File: src/logic/lpsq_pkg.sv
package lpsq_pkg;
    // Register byte offsets
    localparam logic [7:0] LPSQ_OFF_CFG = 8'h00;
    localparam logic [7:0] LPSQ_OFF_TXCTL = 8'h04;
    localparam logic [7:0] LPSQ_OFF_RXCTL = 8'h08;
    localparam logic [7:0] LPSQ_OFF_PHYCTL = 8'h0c;
    localparam logic [7:0] LPSQ_OFF_STATUS = 8'h10;

    // Field positions
    localparam int LPSQ_CFG_PWR_BIT = 15;
    localparam int LPSQ_TX_ENA_BIT = 0;
    localparam int LPSQ_RX_ENA_BIT = 0;
    localparam int LPSQ_PHY_PDN_BIT = 11;
    localparam int LPSQ_PHY_ISO_BIT = 10;
    localparam int LPSQ_ST_TXACT_BIT = 0;
    localparam int LPSQ_ST_RXACT_BIT = 1;
    localparam int LPSQ_ST_PDN_BIT = 2;
    localparam int LPSQ_ST_GATED_BIT = 3;
    localparam int LPSQ_ST_FREE_BIT = 4;
    localparam int LPSQ_ST_CLKON_BIT = 5;

    // Reset values
    localparam logic [15:0] LPSQ_CFG_RESET = 16'h8000;
    localparam logic LPSQ_TX_ENA_RESET = 1'b0;
    localparam logic LPSQ_RX_ENA_RESET = 1'b0;
    localparam logic LPSQ_PDN_RESET = 1'b0;
    localparam logic LPSQ_ISO_RESET = 1'b0;

    // Cycles between gate stages
    localparam int LPSQ_GATE_STEP = 1;

    typedef enum logic [1:0] {
        LPSQ_RUN,
        LPSQ_GATING,
        LPSQ_LOW,
        LPSQ_UNGATING
    } lpsq_state_e;
endpackage

File: src/logic/lpsq_sequencer.sv
// Local design decision: the plain strobed port.
`timescale 1ns/1ps
module lpsq_sequencer
    import lpsq_pkg::*;
(
    // Clock and reset
    input wire logic CLK,
    input wire logic RESET_N,
    // Register port
    input wire logic [7:0] ADDR,
    input wire logic [15:0] WDATA,
    input wire logic WR,
    input wire logic RD,
    output logic [15:0] RDATA,
    // Transmit side, same clock
    input wire logic TX_REQ,
    input wire logic TX_DONE,
    output logic TX_ACTIVE,
    // Receive carrier, from the line
    input wire logic RX_CARRIER,
    output logic RX_ACTIVE,
    // Queue state from packet memory manager
    input wire logic TXQ_EMPTY,
    input wire logic RXQ_EMPTY,
    input wire logic ALL_FREE,
    // PHY and line
    output logic TP_OE,
    output logic PHY_POWERDOWN,
    output logic PHY_ISOLATE,
    // Clock gate enables
    output logic RX_CLK_EN,
    output logic TX_CLK_EN,
    output logic CORE_CLK_EN,
    output logic LOW_POWER
);
    logic [15:0] cfg;
    logic tx_enable;
    logic rx_enable;
    logic phy_pdn;
    logic phy_iso;
    logic carrier_m;
    logic carrier_s;
    logic carrier_d;
    logic tx_active;
    logic rx_active;
    logic [15:0] rdata;
    logic tp_oe;
    logic low_power;
    lpsq_state_e state;
    lpsq_state_e next_state;
    logic rx_en_g;
    logic tx_en_g;
    logic core_en_g;

    function automatic logic hit(input logic [7:0] a,
                                 input logic [7:0] off);
        hit = (a == off);
    endfunction

    // Address decode
    wire wr_cfg = WR && hit(ADDR, LPSQ_OFF_CFG);
    wire wr_tx = WR && hit(ADDR, LPSQ_OFF_TXCTL);
    wire wr_rx = WR && hit(ADDR, LPSQ_OFF_RXCTL);
    wire wr_phy = WR && hit(ADDR, LPSQ_OFF_PHYCTL);
    wire power_on = cfg[LPSQ_CFG_PWR_BIT];

    // Queues drained and every packet number back in the pool
    wire buffers_free = TXQ_EMPTY && RXQ_EMPTY && ALL_FREE;

    wire [15:0] status_word = {
        10'h000,
        core_en_g,
        buffers_free,
        low_power,
        phy_pdn,
        rx_active,
        tx_active
    };

    wire [15:0] phy_word = {
        4'h0,
        phy_pdn,
        phy_iso,
        10'h000
    };

    // Readback mux; bus runs on the free clock, never gated
    wire [15:0] next_rdata =
        hit(ADDR, LPSQ_OFF_CFG) ? cfg :
        hit(ADDR, LPSQ_OFF_TXCTL) ? {15'h0000, tx_enable} :
        hit(ADDR, LPSQ_OFF_RXCTL) ? {15'h0000, rx_enable} :
        hit(ADDR, LPSQ_OFF_PHYCTL) ? phy_word :
        hit(ADDR, LPSQ_OFF_STATUS) ? status_word :
        16'h0000;

    // Isolate: set when powerdown is released, set beats clear
    wire pdn_release = wr_phy && phy_pdn && !WDATA[LPSQ_PHY_PDN_BIT];
    wire next_iso = pdn_release ? 1'b1 :
        wr_phy ? WDATA[LPSQ_PHY_ISO_BIT] : phy_iso;

    // Frames start only with enable and a running core clock
    wire tx_start = tx_enable && TX_REQ && core_en_g;
    wire next_tx_active = tx_active ? !TX_DONE : tx_start;

    wire rx_edge = carrier_s && !carrier_d;
    wire rx_start = rx_enable && rx_edge && core_en_g;
    wire next_rx_active = rx_active ? carrier_s : rx_start;

    always_ff @(posedge CLK) begin
        if (!RESET_N) begin
            cfg <= LPSQ_CFG_RESET;
            tx_enable <= LPSQ_TX_ENA_RESET;
            rx_enable <= LPSQ_RX_ENA_RESET;
            phy_pdn <= LPSQ_PDN_RESET;
            phy_iso <= LPSQ_ISO_RESET;
        end else begin
            if (wr_cfg) begin
                cfg <= WDATA;
            end
            if (wr_tx) begin
                tx_enable <= WDATA[LPSQ_TX_ENA_BIT];
            end
            if (wr_rx) begin
                rx_enable <= WDATA[LPSQ_RX_ENA_BIT];
            end
            if (wr_phy) begin
                phy_pdn <= WDATA[LPSQ_PHY_PDN_BIT];
            end
            phy_iso <= next_iso;
        end
    end

    // Carrier is a pin; two flops before any use
    always_ff @(posedge CLK) begin
        if (!RESET_N) begin
            carrier_m <= 1'b0;
            carrier_s <= 1'b0;
            carrier_d <= 1'b0;
        end else begin
            carrier_m <= RX_CARRIER;
            carrier_s <= carrier_m;
            carrier_d <= carrier_s;
        end
    end

    always_ff @(posedge CLK) begin
        if (!RESET_N) begin
            tx_active <= 1'b0;
            rx_active <= 1'b0;
        end else begin
            tx_active <= next_tx_active;
            rx_active <= next_rx_active;
        end
    end

    // Power sequencing
    // Power may return mid-sequence; never strand a state
    always_comb begin
        next_state = state;
        case (state)
            LPSQ_RUN: begin
                if (!power_on) begin
                    next_state = LPSQ_GATING;
                end
            end
            LPSQ_GATING: begin
                if (power_on) begin
                    next_state = LPSQ_UNGATING;
                end else if (!core_en_g) begin
                    next_state = LPSQ_LOW;
                end
            end
            LPSQ_LOW: begin
                if (power_on) begin
                    next_state = LPSQ_UNGATING;
                end
            end
            LPSQ_UNGATING: begin
                if (rx_en_g) begin
                    next_state = LPSQ_RUN;
                end else if (!power_on) begin
                    next_state = LPSQ_GATING;
                end
            end
            default: begin
                next_state = LPSQ_RUN;
            end
        endcase
    end

    always_ff @(posedge CLK) begin
        if (!RESET_N) begin
            state <= LPSQ_RUN;
            low_power <= 1'b0;
        end else begin
            state <= next_state;
            low_power <= (next_state == LPSQ_LOW);
        end
    end

    // Line drivers released while the PHY sleeps
    always_ff @(posedge CLK) begin
        if (!RESET_N) begin
            tp_oe <= 1'b1;
            rdata <= 16'h0000;
        end else begin
            tp_oe <= !phy_pdn;
            rdata <= RD ? next_rdata : 16'h0000;
        end
    end

    lpsq_clk_gate u_gate (
        .clk(CLK),
        .reset_n(RESET_N),
        .want_on(power_on),
        .rx_en(rx_en_g),
        .tx_en(tx_en_g),
        .core_en(core_en_g)
    );

    assign RDATA = rdata;
    assign TX_ACTIVE = tx_active;
    assign RX_ACTIVE = rx_active;
    assign TP_OE = tp_oe;
    assign PHY_POWERDOWN = phy_pdn;
    assign PHY_ISOLATE = phy_iso;
    assign RX_CLK_EN = rx_en_g;
    assign TX_CLK_EN = tx_en_g;
    assign CORE_CLK_EN = core_en_g;
    assign LOW_POWER = low_power;
endmodule

File: src/logic/lpsq_clk_gate.sv
`timescale 1ns/1ps
module lpsq_clk_gate
    import lpsq_pkg::*;
(
    // Clock and reset
    input wire logic clk,
    input wire logic reset_n,
    // Request
    input wire logic want_on,
    // Registered enables
    output logic rx_en,
    output logic tx_en,
    output logic core_en
);
    // Off: line clocks drop first, core last. On: core first.
    // Enables only change on a registered edge, so a gate cell
    // fed from them never sees a runt pulse.
    wire next_core = want_on | rx_en | tx_en;
    wire next_line = want_on & core_en;

    always_ff @(posedge clk) begin
        if (!reset_n) begin
            rx_en <= 1'b1;
            tx_en <= 1'b1;
            core_en <= 1'b1;
        end else begin
            rx_en <= next_line;
            tx_en <= next_line;
            core_en <= next_core;
        end
    end
endmodule

File: config.mk
export PLATFORM = sky130hd
export DESIGN_NAME = lpsq_sequencer
export DESIGN_NICKNAME = d
export VERILOG_FILES = /design/src/logic/lpsq_pkg.sv /design/src/logic/lpsq_sequencer.sv /design/src/logic/lpsq_clk_gate.sv
export SDC_FILE = /design/constraint.sdc
export NUM_CORES = 1
export LEC_CHECK = 0
export BUFFER_PORTS_ARGS = -buffer_cell sky130_fd_sc_hd__buf_4
export CAP_MARGIN = 30
export CORE_UTILIZATION = 52
export DETAILED_ROUTE_END_ITERATION = 12
export PLACE_DENSITY = 0.89
export SYNTH_ARGS = -nofsm -noshare
export SYNTH_HDL_FRONTEND = slang
export SYNTH_SLANG_ARGS = --single-unit
File: constraint.sdc
create_clock -name CLK -period 2.2 [get_ports CLK]
set_clock_uncertainty 0.1 [all_clocks]
set_input_delay 0.11 -clock CLK [delete_from_list [all_inputs] [get_ports CLK]]
set_output_delay 0.11 -clock CLK [all_outputs]
set_load 0.03 [all_outputs]
### Word level (Yosys, flattened, before mapping)

Index checks and enable logic that the tools add are counted.

| storage, ports and cells | value |
|---|---|
| output and inout bits | 25 |
| logic and storage cells | 63 |
| bits in registers | 47 |
| bits of input ports | 34 |

| cells by class | value |
|---|---|
| muxes and demuxes | 15 |
| equality and inequality tests | 8 |
| bitwise operators | 3 |
| reduce and logical (&&, ||, !) cells | 21 |

Operators by type and width:

| operator | number |
|---|---|
| $mux W12 | 3 |
| $eq A8 B4 Y1 const B | 2 |
| $mux W16 | 1 |
| $logic_and A1 B1 Y1 | 13 |
| $mux W2 | 5 |
| $eq A8 B3 Y1 const B | 1 |
| $eq A8 B5 Y1 const B | 1 |
| $logic_not A8 Y1 | 1 |
| $pmux W2 S4 | 1 |
| $eq A2 B2 Y1 const B | 3 |
| $mux W6 | 1 |
| $logic_not A1 Y1 | 4 |
| $mux W1 | 4 |
| $eq A2 B1 Y1 const B | 1 |
| $logic_not A2 Y1 | 1 |
| $or A1 B1 Y1 | 2 |
| $reduce_and A2 Y1 | 1 |
| $reduce_bool A2 Y1 | 1 |
| $and A1 B1 Y1 | 1 |

### Logic depth before layout (Yosys ltp)

Gate-level depths: netlist of run 1.

| logic depth | value |
|---|---|
| word-level depth | 7 |
| depth in mapped cells | 6 |
| mapped depth without buffers | 4 |

### Modules after synthesis

Synthesis of run 1 repeated with hierarchy kept, for this count alone.

| unflattened totals | value |
|---|---|
| cells, all modules | 182 |
| area total of the unflattened synthesis | 1739.2 um^2 |

Modules (own cells, without submodules):

| module | area each (um^2) | cells each | seq. area each (um^2) | instances |
|---|---|---|---|---|
| lpsq_sequencer | 1672.9 | 177 | 900.9 | 1 |
| lpsq_clk_gate | 66.3 | 5 | 40.0 | 1 |

### Worst setup path after synthesis of run 1

No wires, ideal clock.

| timing | value |
|---|---|
| kind | input to register |
| start point | input ADDR[4] |
| end point | register cfg[10] |
| path buffers | 1 |
| slack | 0.846 ns |
| data arrival time | 1.123 ns |
| cell stages on the path | 5 |
| setup time | 0.131 ns |
| data required time | 1.969 ns |
| path through | nor4_4 -> nand3_1 -> buf_2 -> nand2_1 -> a21oi_2 |

| between the ends | value |
|---|---|
| longest elaborated chain between the ends | 2 |

Ends and longest elaborated chain:

| item | RTL line | source |
|---|---|---|
| start, declared | lpsq_sequencer.sv:10 | `input wire logic [7:0] ADDR,` |
| $logic_not A8 Y1 | lpsq_sequencer.sv:57 | `hit = (a == off);` |
| $logic_and A1 B1 Y1 | lpsq_sequencer.sv:61 | `wire wr_cfg = WR && hit(ADDR, LPSQ_OFF_CFG);` |
| end signal, assigned | lpsq_sequencer.sv:111 | `cfg <= LPSQ_CFG_RESET;` |
| end signal, assigned | lpsq_sequencer.sv:118 | `cfg <= WDATA;` |
| end, declared | lpsq_sequencer.sv:36 | `logic [15:0] cfg;` |

Every way passes these cells.
A chain may end at the register's enable or synchronous reset.

### Worst setup path in the final report of run 1

| timing | value |
|---|---|
| start point | input ADDR[4] |
| end point | register cfg[15] |

The elaborated chain is that of the path after synthesis.

==> qor.yml, run 1 <==
yosysMostFrequentCell: "dfxtp_1"
vias_per_cell: 5.21
netlist_instances: 182
cts-htree-levels: 2
nets: 301
synth.area.top_cells: "dfxtp_1 54%, nand2_1 8.9%, a21oi_1 5.2%, and2_1 4.0%, a22o_1 2.5%"
cpLargestDelayFamily: "simple AND/OR/NAND/NOR gates"
core_area_sq_um: 3100
clock-sinks: 47
clockBufferDepth: 2
combPwrFrac_pct: 8.7
start_kind: "primary input"
hold_viol_final: 0
synth_flop_cell: "dfxtp_1"
cp.required_ns: 2.38
cts_tree: "done"
vias: 1627
dieArea_sq_um: 3570
ys_seq_area_share_pct: 54.3
grt_pass1_vias: 1586
multiInputGateArea_sq_um: 727
internal_power_mw: 1.18
worst-path-buf-inv: 2
pwr-share-seq_pct: 56.3
critPathKind: "primary input to flip-flop"
antenna_found_initial: 0
grt_pass1_wl_mm: 7.02
ys_ff_latch: 47
yosysWarningCount: 0
start_util_pct: 55.9
swShare_pct: 23.0
max_stage_delay_ns: 0.59
p_sw_mw: 0.353
drive_gt1_share_pct: 28.0
synth_area_per_cell_sq_um: 9.53
hpwl_mm: 2.68
grt_max_degree: 25
crit_path_top_delay_cell: "nand3_1"
pwr-share-clk_pct: 35.0
place_congestion: 0.766
setup_violations: 0
synth_edf_count: 0
cts_buffers: 5
outcome: "complete, no violations"
end_kind: "flip-flop"
pin_count: 59
powerDensity_nw_per_um2: 608
synthesis.area_sq_um: 1730
crit_top_cell: "nand3_1"
tightest_slew_ns: 0.746
antennaDiodeCount: 0
clk_latency_ns: 0.37
drv_cap: 0
path_clk_slew_ns: 0.14
fillers: 195
cts_resized: 0
netlist-cell-type-count: 35
synth_area_leader_cell: "dfxtp_1"
antenna_left: 0
fin_crit_ns: 2.07
pre_cts_ws_ns: 0.320
arrival_ns: 2.24
grt_overflow_total: 0
ys_top_cells_by_count: "47 x dfxtp_1, 41 x nand2_1, 18 x a21oi_1, 11 x and2_1, 9 x nor2_1"
yosysTopAreaCellShare_pct: 54.3
cp_max_fo: 16
routed_wl_mm: 4.34
tns_ns: 0
chipHeight_um: 59.8
num_rows: 20
syn_nets: 216
crit_chain: "buf_4 -> nor4_4 -> nand3_1 -> nand2_1 -> nand3_1 -> dlygate4sd3_1"
power_mw: 1.54
timing.slew.headroom_pct: 50.2
hp-class: "primary input to flip-flop"
routedWlPerCell_um: 13.9
syn2layout_area_growth_pct: 45.6
drcViolationCount: 0
ir_worst_vdd_uv: 490
track_usage_pct: 26.9
timing.final.ws_setup_ns: 0.132
final_max_slew_viol_count: 0
first_pass_iters: 5
clockRootBuffer: "clkbuf_4"
p_leak_nw: 1.06
synthArstFlopShare_pct: 0
port_buffers: 58
initialDrtViolationCount: 90
period_share_pct: 94.0
rsz0062_at_grt: "false"
max_clock_freq_mhz: 484
regArea_sq_um: 941
fin_hold_ws_ns: 0.00135
fp.dieW_um: 59.8
## power by group through the flow
| stage | Combinational (mW) | Clock (mW) | Sequential, mW |
|---|---|---|---|
| floorplan | 0.0336 | 0 | 0.881 |
| global placement | 0.0943 | 0 | 0.881 |
| detailed placement | 0.0959 | 0 | 0.882 |
| CTS | 0.130 | 0.531 | 0.864 |
| global route | 0.143 | 0.577 | 0.865 |
| finish | 0.134 | 0.538 | 0.864 |
## worst paths after layout
check	startpoint	to	slack (ns)	depth (start not counted)
min	RXQ_EMPTY	RDATA[4]	0.001	3
min reg2reg	carrier_m	carrier_s	0.36	1
max reg2reg	PHY_POWERDOWN	RDATA[2]	0.73	3
max	ADDR[4]	cfg[15]	0.13	6
## layer usage
layer	vias to the layer above	GRT usage (%)	share of wire, %
met5	-	0	0
met4	0	14.3	2.5
met3	13	6.71	7.1
met2	77	46.3	51
met1	747	30.4	39
li1	790	-	-
## cells by family (layout without fill, tap and decap cells)
kind of cell | count (synthesis) | after routing | synth area share, %
simple gates | 88 | 88 | 27.1
mux | 4 | 4 | 2.38
buf+inv | 9 | 95 | 3.82
compound gates | 34 | 34 | 12.5
flops | 47 | 47 | 54.3
## final cells by class
type / instances / area share [%]
tap: 44 / 2.18
clock inverter: 3 / 1.88
timing repair buffer: 86 / 28.2
clock buffer: 5 / 1.49
inverter: 1 / 0.149
sequential: 47 / 37.3
multi-input combinational: 126 / 28.8
## registers in the layout, summed over array words and instances (netlist names)
name / flops
RDATA: 16
cfg: 16
state: 2
LOW_POWER: 1
PHY_ISOLATE: 1
PHY_POWERDOWN: 1
RX_ACTIVE: 1
TP_OE: 1
TX_ACTIVE: 1
carrier_d: 1
carrier_m: 1
carrier_s: 1
rx_enable: 1
tx_enable: 1
u_gate.core_en: 1
u_gate.rx_en: 1
## stage by stage
step | util, % | cells | instance area [sq um]
floorplan | - | 182 | 1730
global placement | 69.9 | 277 | 2170
detailed placement | 69.9 | 277 | 2170
CTS | 81.4 | 312 | 2520
global route | 81.4 | 312 | 2520
finish | 81.4 | 312 | 2520
## layout by cell type (no fill, tap or decap), drive strengths merged, types with 2 or more instances in the layout
cell / count
buf: 59
dfxtp: 47
nand2: 41
dlygate4sd3: 27
a21oi: 20
and2: 12
nor2: 9
nand3: 6
a22o: 5
clkbuf: 5
nor3: 4
and3: 3
nor2b: 3
mux2i: 3
nor4: 2
a32o: 2
nand4: 2
a21boi: 2
o21ai: 2
nor3b: 2
inv: 2
## worst reg2reg max path: stages (launching register included)
cell and delay (ns):
dfxtp_1 0.48, nand3_1 0.13, a21oi_1 0.14, dlygate4sd3_1 0.56
## timing repair
item,4_1_cts,5_1_grt
setup buffers,0,0
hold endpoints to repair,27,0
hold buffers,27,0
Note: power is estimated with default switching activity, not from simulation.
==> inputs of run 2 (changes only) <==
--- a/config.mk
+++ b/config.mk
@@ -8,6 +8,7 @@
 export BUFFER_PORTS_ARGS = -buffer_cell sky130_fd_sc_hd__buf_4
 export CAP_MARGIN = 30
 export CORE_UTILIZATION = 52
+export CTS_BUF_LIST = sky130_fd_sc_hd__clkbuf_16
 export DETAILED_ROUTE_END_ITERATION = 12
 export PLACE_DENSITY = 0.89
 export SYNTH_ARGS = -nofsm -noshare
==> qor.yml, run 2 (same netlist as run 1, synthesis figures left out) <==
outcome: "complete, no violations"
clockRootBuffer: "clkbuf_16"
timing.slew.headroom_pct: 47.6  # -2.6 points
nets: 293  # -2.7%
initialDrtViolationCount: 87  # -3.3%
max_clock_freq_mhz: 504  # +4.3%
routedWlPerCell_um: 14.6  # +5.0%
drcViolationCount: 0  # unchanged
period_share_pct: 90.1  # -3.9 points
fin_hold_ws_ns: 0.000142  # -0.00121 ns
pwr-share-clk_pct: 46.9  # +12 points
antenna_left: 0  # unchanged
p_sw_mw: 0.387  # +9.7%
combPwrFrac_pct: 6.7  # -2.0 points
vias: 1634  # +0.43%
internal_power_mw: 1.47  # +24%
final_max_slew_viol_count: 0  # unchanged
start_kind: "primary input"
clock-sinks: 47  # unchanged
vias_per_cell: 5.38  # +3.1%
end_kind: "flip-flop"
path_clk_slew_ns: 0.06  # -0.08 ns
clk_latency_ns: 0.29  # -0.08 ns
cp.required_ns: 2.27  # -0.11 ns
setup_violations: 0  # unchanged
drv_cap: 0  # unchanged
swShare_pct: 20.8  # -2.1 points
cts_tree: "done"
fin_crit_ns: 1.98  # -0.0856 ns
first_pass_iters: 4  # -1
dieArea_sq_um: 3570  # unchanged
routed_wl_mm: 4.44  # +2.3%
pin_count: 59  # unchanged
cp_max_fo: 16  # unchanged
fp.dieW_um: 59.8  # unchanged
hp-class: "primary input to flip-flop"
cts-htree-levels: 2  # unchanged
antenna_found_initial: 0  # unchanged
core_area_sq_um: 3100  # unchanged
track_usage_pct: 27.0  # +0.13 points
grt_overflow_total: 0  # unchanged
tightest_slew_ns: 0.784  # +0.0384 ns
p_leak_nw: 1.06  # +0.12%
ir_worst_vdd_uv: 498  # +1.7%
chipHeight_um: 59.8  # unchanged
hold_viol_final: 0  # unchanged
critPathKind: "primary input to flip-flop"
final_common_cell: "buf_4"
tns_ns: 0  # unchanged
place_congestion: 0.766  # unchanged
drive_gt1_share_pct: 29.2  # +1.2 points
port_buffers: 58  # unchanged
syn2layout_area_growth_pct: 46.3
fillers: 201  # +3.1%
grt_max_degree: 25  # unchanged
pwr-share-seq_pct: 46.4  # -9.9 points
start_util_pct: 55.9  # unchanged
clockBufferDepth: 2  # unchanged
powerDensity_nw_per_um2: 733  # +20%
num_rows: 20  # unchanged
arrival_ns: 2.05  # -0.19 ns
rsz0062_at_grt: "false"
hpwl_mm: 2.68  # unchanged
mostFrequentLayoutCells: "59 x buf_4, 47 x dfxtp_1, 41 x nand2_1"
grt_pass1_wl_mm: 7.04  # +0.30%
grt_pass1_vias: 1557  # -1.8%
antennaDiodeCount: 0  # unchanged
cts_buffers: 5  # unchanged
## run 2: worst max-delay path: stages
cell	delay (ns)
buf_4	0.14
nor4_4	0.53
nand3_2	0.42
nand2_1	0.19
nand3_1	0.09
dlygate4sd3_1	0.57
## run 2: power by group through the flow
stage	Combinational (mW)	Clock [mW]	Sequential, mW
final	0.124	0.872	0.863
after global routing	0.135	0.920	0.863
after CTS	0.121	0.865	0.863
after detailed placement	0.0959	0	0.882
after global placement	0.0943	0	0.881
after floorplan	0.0336	0	0.881
## run 2: layout make-up
class	count	area (sq um)	share of cell area, %
inverters	1	3.75	0.148
well taps	44	55.1	2.17
multi-input cells	126	732	28.8
flip-flops and latches	47	941	37.1
repair buffers	78	633	25.0
clock buffers	5	125	4.93
clock inverters	3	47.5	1.87
## run 2: worst paths after layout
check               to  cells past startpoint       from  slack, ns
max            cfg[15]                      6    ADDR[4]       0.22
min          TX_ACTIVE                      3    TX_DONE     0.0001
max reg2reg    cfg[15]                      3    cfg[15]       0.83
min reg2reg  carrier_s                      1  carrier_m       0.35
## run 2: timing repair
item                       in CTS  in global routing
setup endpoints to repair       0                  1
setup buffers                   0                  0
gates resized for setup         0                  1
hold endpoints to repair       20                  1
hold buffers                   18                  1
## run 2: routing by layer
metal	share of wire, %	global-route usage, %	vias up
met1	39	30.8	757
met4	3.9	14.3	0
met2	50	44.9	76
met3	6.6	8.66	20
met5	0	0	-
li1	-	-	781
## run 2: stage by stage
step	utilization [%]	instance area (sq um)	power, mW	std cells	setup WS (ns)
2_1_floorplan	-	1730	0.915	182	0.846
3_5_place_dp	69.9	2170	0.978	277	0.320
4_1_cts	81.3	2520	1.85	303	0.121
3_3_place_gp	69.9	2170	0.976	277	0.399
6_report	81.8	2540	1.86	304	0.218
5_1_grt	81.8	2540	1.92	304	0.100
==> inputs of run 3 (changes only) <==
--- a/config.mk
+++ b/config.mk
@@ -7,10 +7,10 @@
 export LEC_CHECK = 0
 export BUFFER_PORTS_ARGS = -buffer_cell sky130_fd_sc_hd__buf_4
 export CAP_MARGIN = 30
-export CORE_UTILIZATION = 52
+export CORE_UTILIZATION = 44
 export CTS_BUF_LIST = sky130_fd_sc_hd__clkbuf_16
 export DETAILED_ROUTE_END_ITERATION = 12
-export PLACE_DENSITY = 0.89
+export PLACE_DENSITY = 0.81
 export SYNTH_ARGS = -nofsm -noshare
 export SYNTH_HDL_FRONTEND = slang
 export SYNTH_SLANG_ARGS = --single-unit
==> constraint.sdc (replaced) <==
create_clock -name CLK -period 1.8 [get_ports CLK]
set_clock_uncertainty 0.1 [all_clocks]
set_input_delay 0.09 -clock CLK [delete_from_list [all_inputs] [get_ports CLK]]
set_output_delay 0.09 -clock CLK [all_outputs]
set_load 0.03 [all_outputs]
==> qor.yml, run 3 (same netlist as run 1, synthesis figures left out) <==
cp.required_ns: 1.93  # -0.34 ns
outcome: "complete, no violations"
crit_top_cell: "buf_4"
tns_ns: 0  # unchanged
crit_start: "ADDR[1]"
drive_gt1_share_pct: 29.7  # +0.47 points
fp.dieW_um: 64.8  # +8.4%
start_util_pct: 46.7  # -9.2 points
path_clk_slew_ns: 0.06  # about the same
clk_latency_ns: 0.29  # about the same
multiInputGateArea_sq_um: 727  # -0.68%
regArea_sq_um: 941  # unchanged
antennaDiodeCount: 0  # unchanged
antenna_found_initial: 0  # unchanged
syn2layout_area_growth_pct: 49.2
antenna_left: 0  # unchanged
num_rows: 22  # +10%
grt_pass1_wl_mm: 6.27  # -11%
core_area_sq_um: 3720  # +20%
crit_chain: "buf_4 -> nor4_4 -> and3_1 -> buf_4 -> nand2_1 -> nand3_1 -> dlygate4sd3_1"
cpLargestDelayFamily: "buffers and inverters"
setup_violations: 0  # unchanged
min_from: "RD"
tightest_slew_ns: 0.764  # -0.0209 ns
nets: 299  # +2.0%
timing.slew.headroom_pct: 49.0  # +1.4 points
worst-path-buf-inv: 3  # +1
r2r_slack_ns: 0.52  # -0.31 ns
grt_overflow_total: 0  # unchanged
rsz0062_at_grt: "false"
port_buffers: 58  # unchanged
cts_setup_buffers: 0  # unchanged
arrival_ns: 1.70  # -0.35 ns
fillers: 301  # +50%
period_share_pct: 87.1
crit_path_top_delay_cell: "dlygate4sd3_1"
first_pass_iters: 4  # unchanged
final_max_slew_viol_count: 0  # unchanged
cts-htree-levels: 2  # unchanged
hp-class: "primary input to flip-flop"
clockBufferDepth: 2  # unchanged
ir_worst_vdd_uv: 800  # +60%
hold_viol_final: 0  # unchanged
final_common_cell: "buf_4"
routedWlPerCell_um: 12.5  # -14%
p_leak_nw: 1.09  # +2.9%
end_kind: "flip-flop"
r2r-start: "cfg[15]"
place_congestion: 0.772  # +0.86%
initialDrtViolationCount: 76  # -13%
pin_count: 59  # unchanged
cp_max_fo: 8  # -8
drcViolationCount: 0  # unchanged
fin_crit_ns: 1.57
max_stage_delay_ns: 0.54  # -0.03 ns
dieArea_sq_um: 4200  # +18%
cts_tree: "done"
grt_max_degree: 25  # unchanged
start_kind: "primary input"
cts_buffers: 5  # unchanged
chipHeight_um: 64.8  # +8.4%
vias: 1573  # -3.7%
cts_resized: 0  # unchanged
clock-sinks: 47  # unchanged
mostFrequentLayoutCells: "63 x buf_4, 47 x dfxtp_1, 41 x nand2_1"
routed_wl_mm: 3.94  # -11%
vias_per_cell: 5.01  # -6.8%
powerDensity_nw_per_um2: 876  # +20%
postCtsHoldBufs: 21  # +3
power_mw: 2.27  # +22%
clockRootBuffer: "clkbuf_16"
hpwl_mm: 2.64  # -1.4%
grt_pass1_vias: 1414  # -9.2%
critPathKind: "primary input to flip-flop"
track_usage_pct: 20.1  # -6.9 points
drv_cap: 0  # unchanged
max_clock_freq_mhz: 638
[run 3: cell types whose count changed in the layout (fill, tap and decap cells not counted), sizes merged]
cell	change
dlygate4sd3	+2
buf	+4
[run 3: worst paths after layout]
kind | cells past startpoint | endpoint
setup / recovery | 7 | cfg[15]
hold / removal | 3 | RDATA[2]
setup reg to reg | 3 | cfg[15]
hold reg to reg | 1 | carrier_s
[run 3: area by class of cell]
cell class,instances,area share (%)
tap,48,2.32
sequential,47,36.4
inverter,1,0.145
clock buffer,5,4.84
timing repair buffer,84,26.4
multi-input combinational,126,28.1
clock inverter,3,1.84
[run 3: power breakdown]
part / internal [mW] / switching [mW] / leakage (nW)
combinational: 0.0927 / 0.0609 / 0.630
sequential: 1.05 / 0.00614 / 0.379
clock: 0.662 / 0.397 / 0.0844
[run 3: tightest hold or removal path: stages]
cell	delay (ns)
buf_4	0.12
nand3_2	0.09
a21oi_1	0.05
[run 3: routing by layer]
metal  track usage [%]  wire length [um]
met5                 0                 0
met4              11.1               147
met3              5.63               195
met2              33.2              1890
met1              23.2              1700
[run 3: metrics by stage]
step                setup slack, ns  cells  util, %  area (sq um)  hold slack, ns
finish                        0.232    314     69.6          2590          0.0124
global route                  0.146    314     69.6          2590          0.0287
CTS                           0.252    314     69.6          2590          0.0103
detailed placement            0.315    285     59.3          2200           0.204
global placement              0.351    285     59.3          2200           0.209
floorplan                     0.466    182        -          1730           0.114
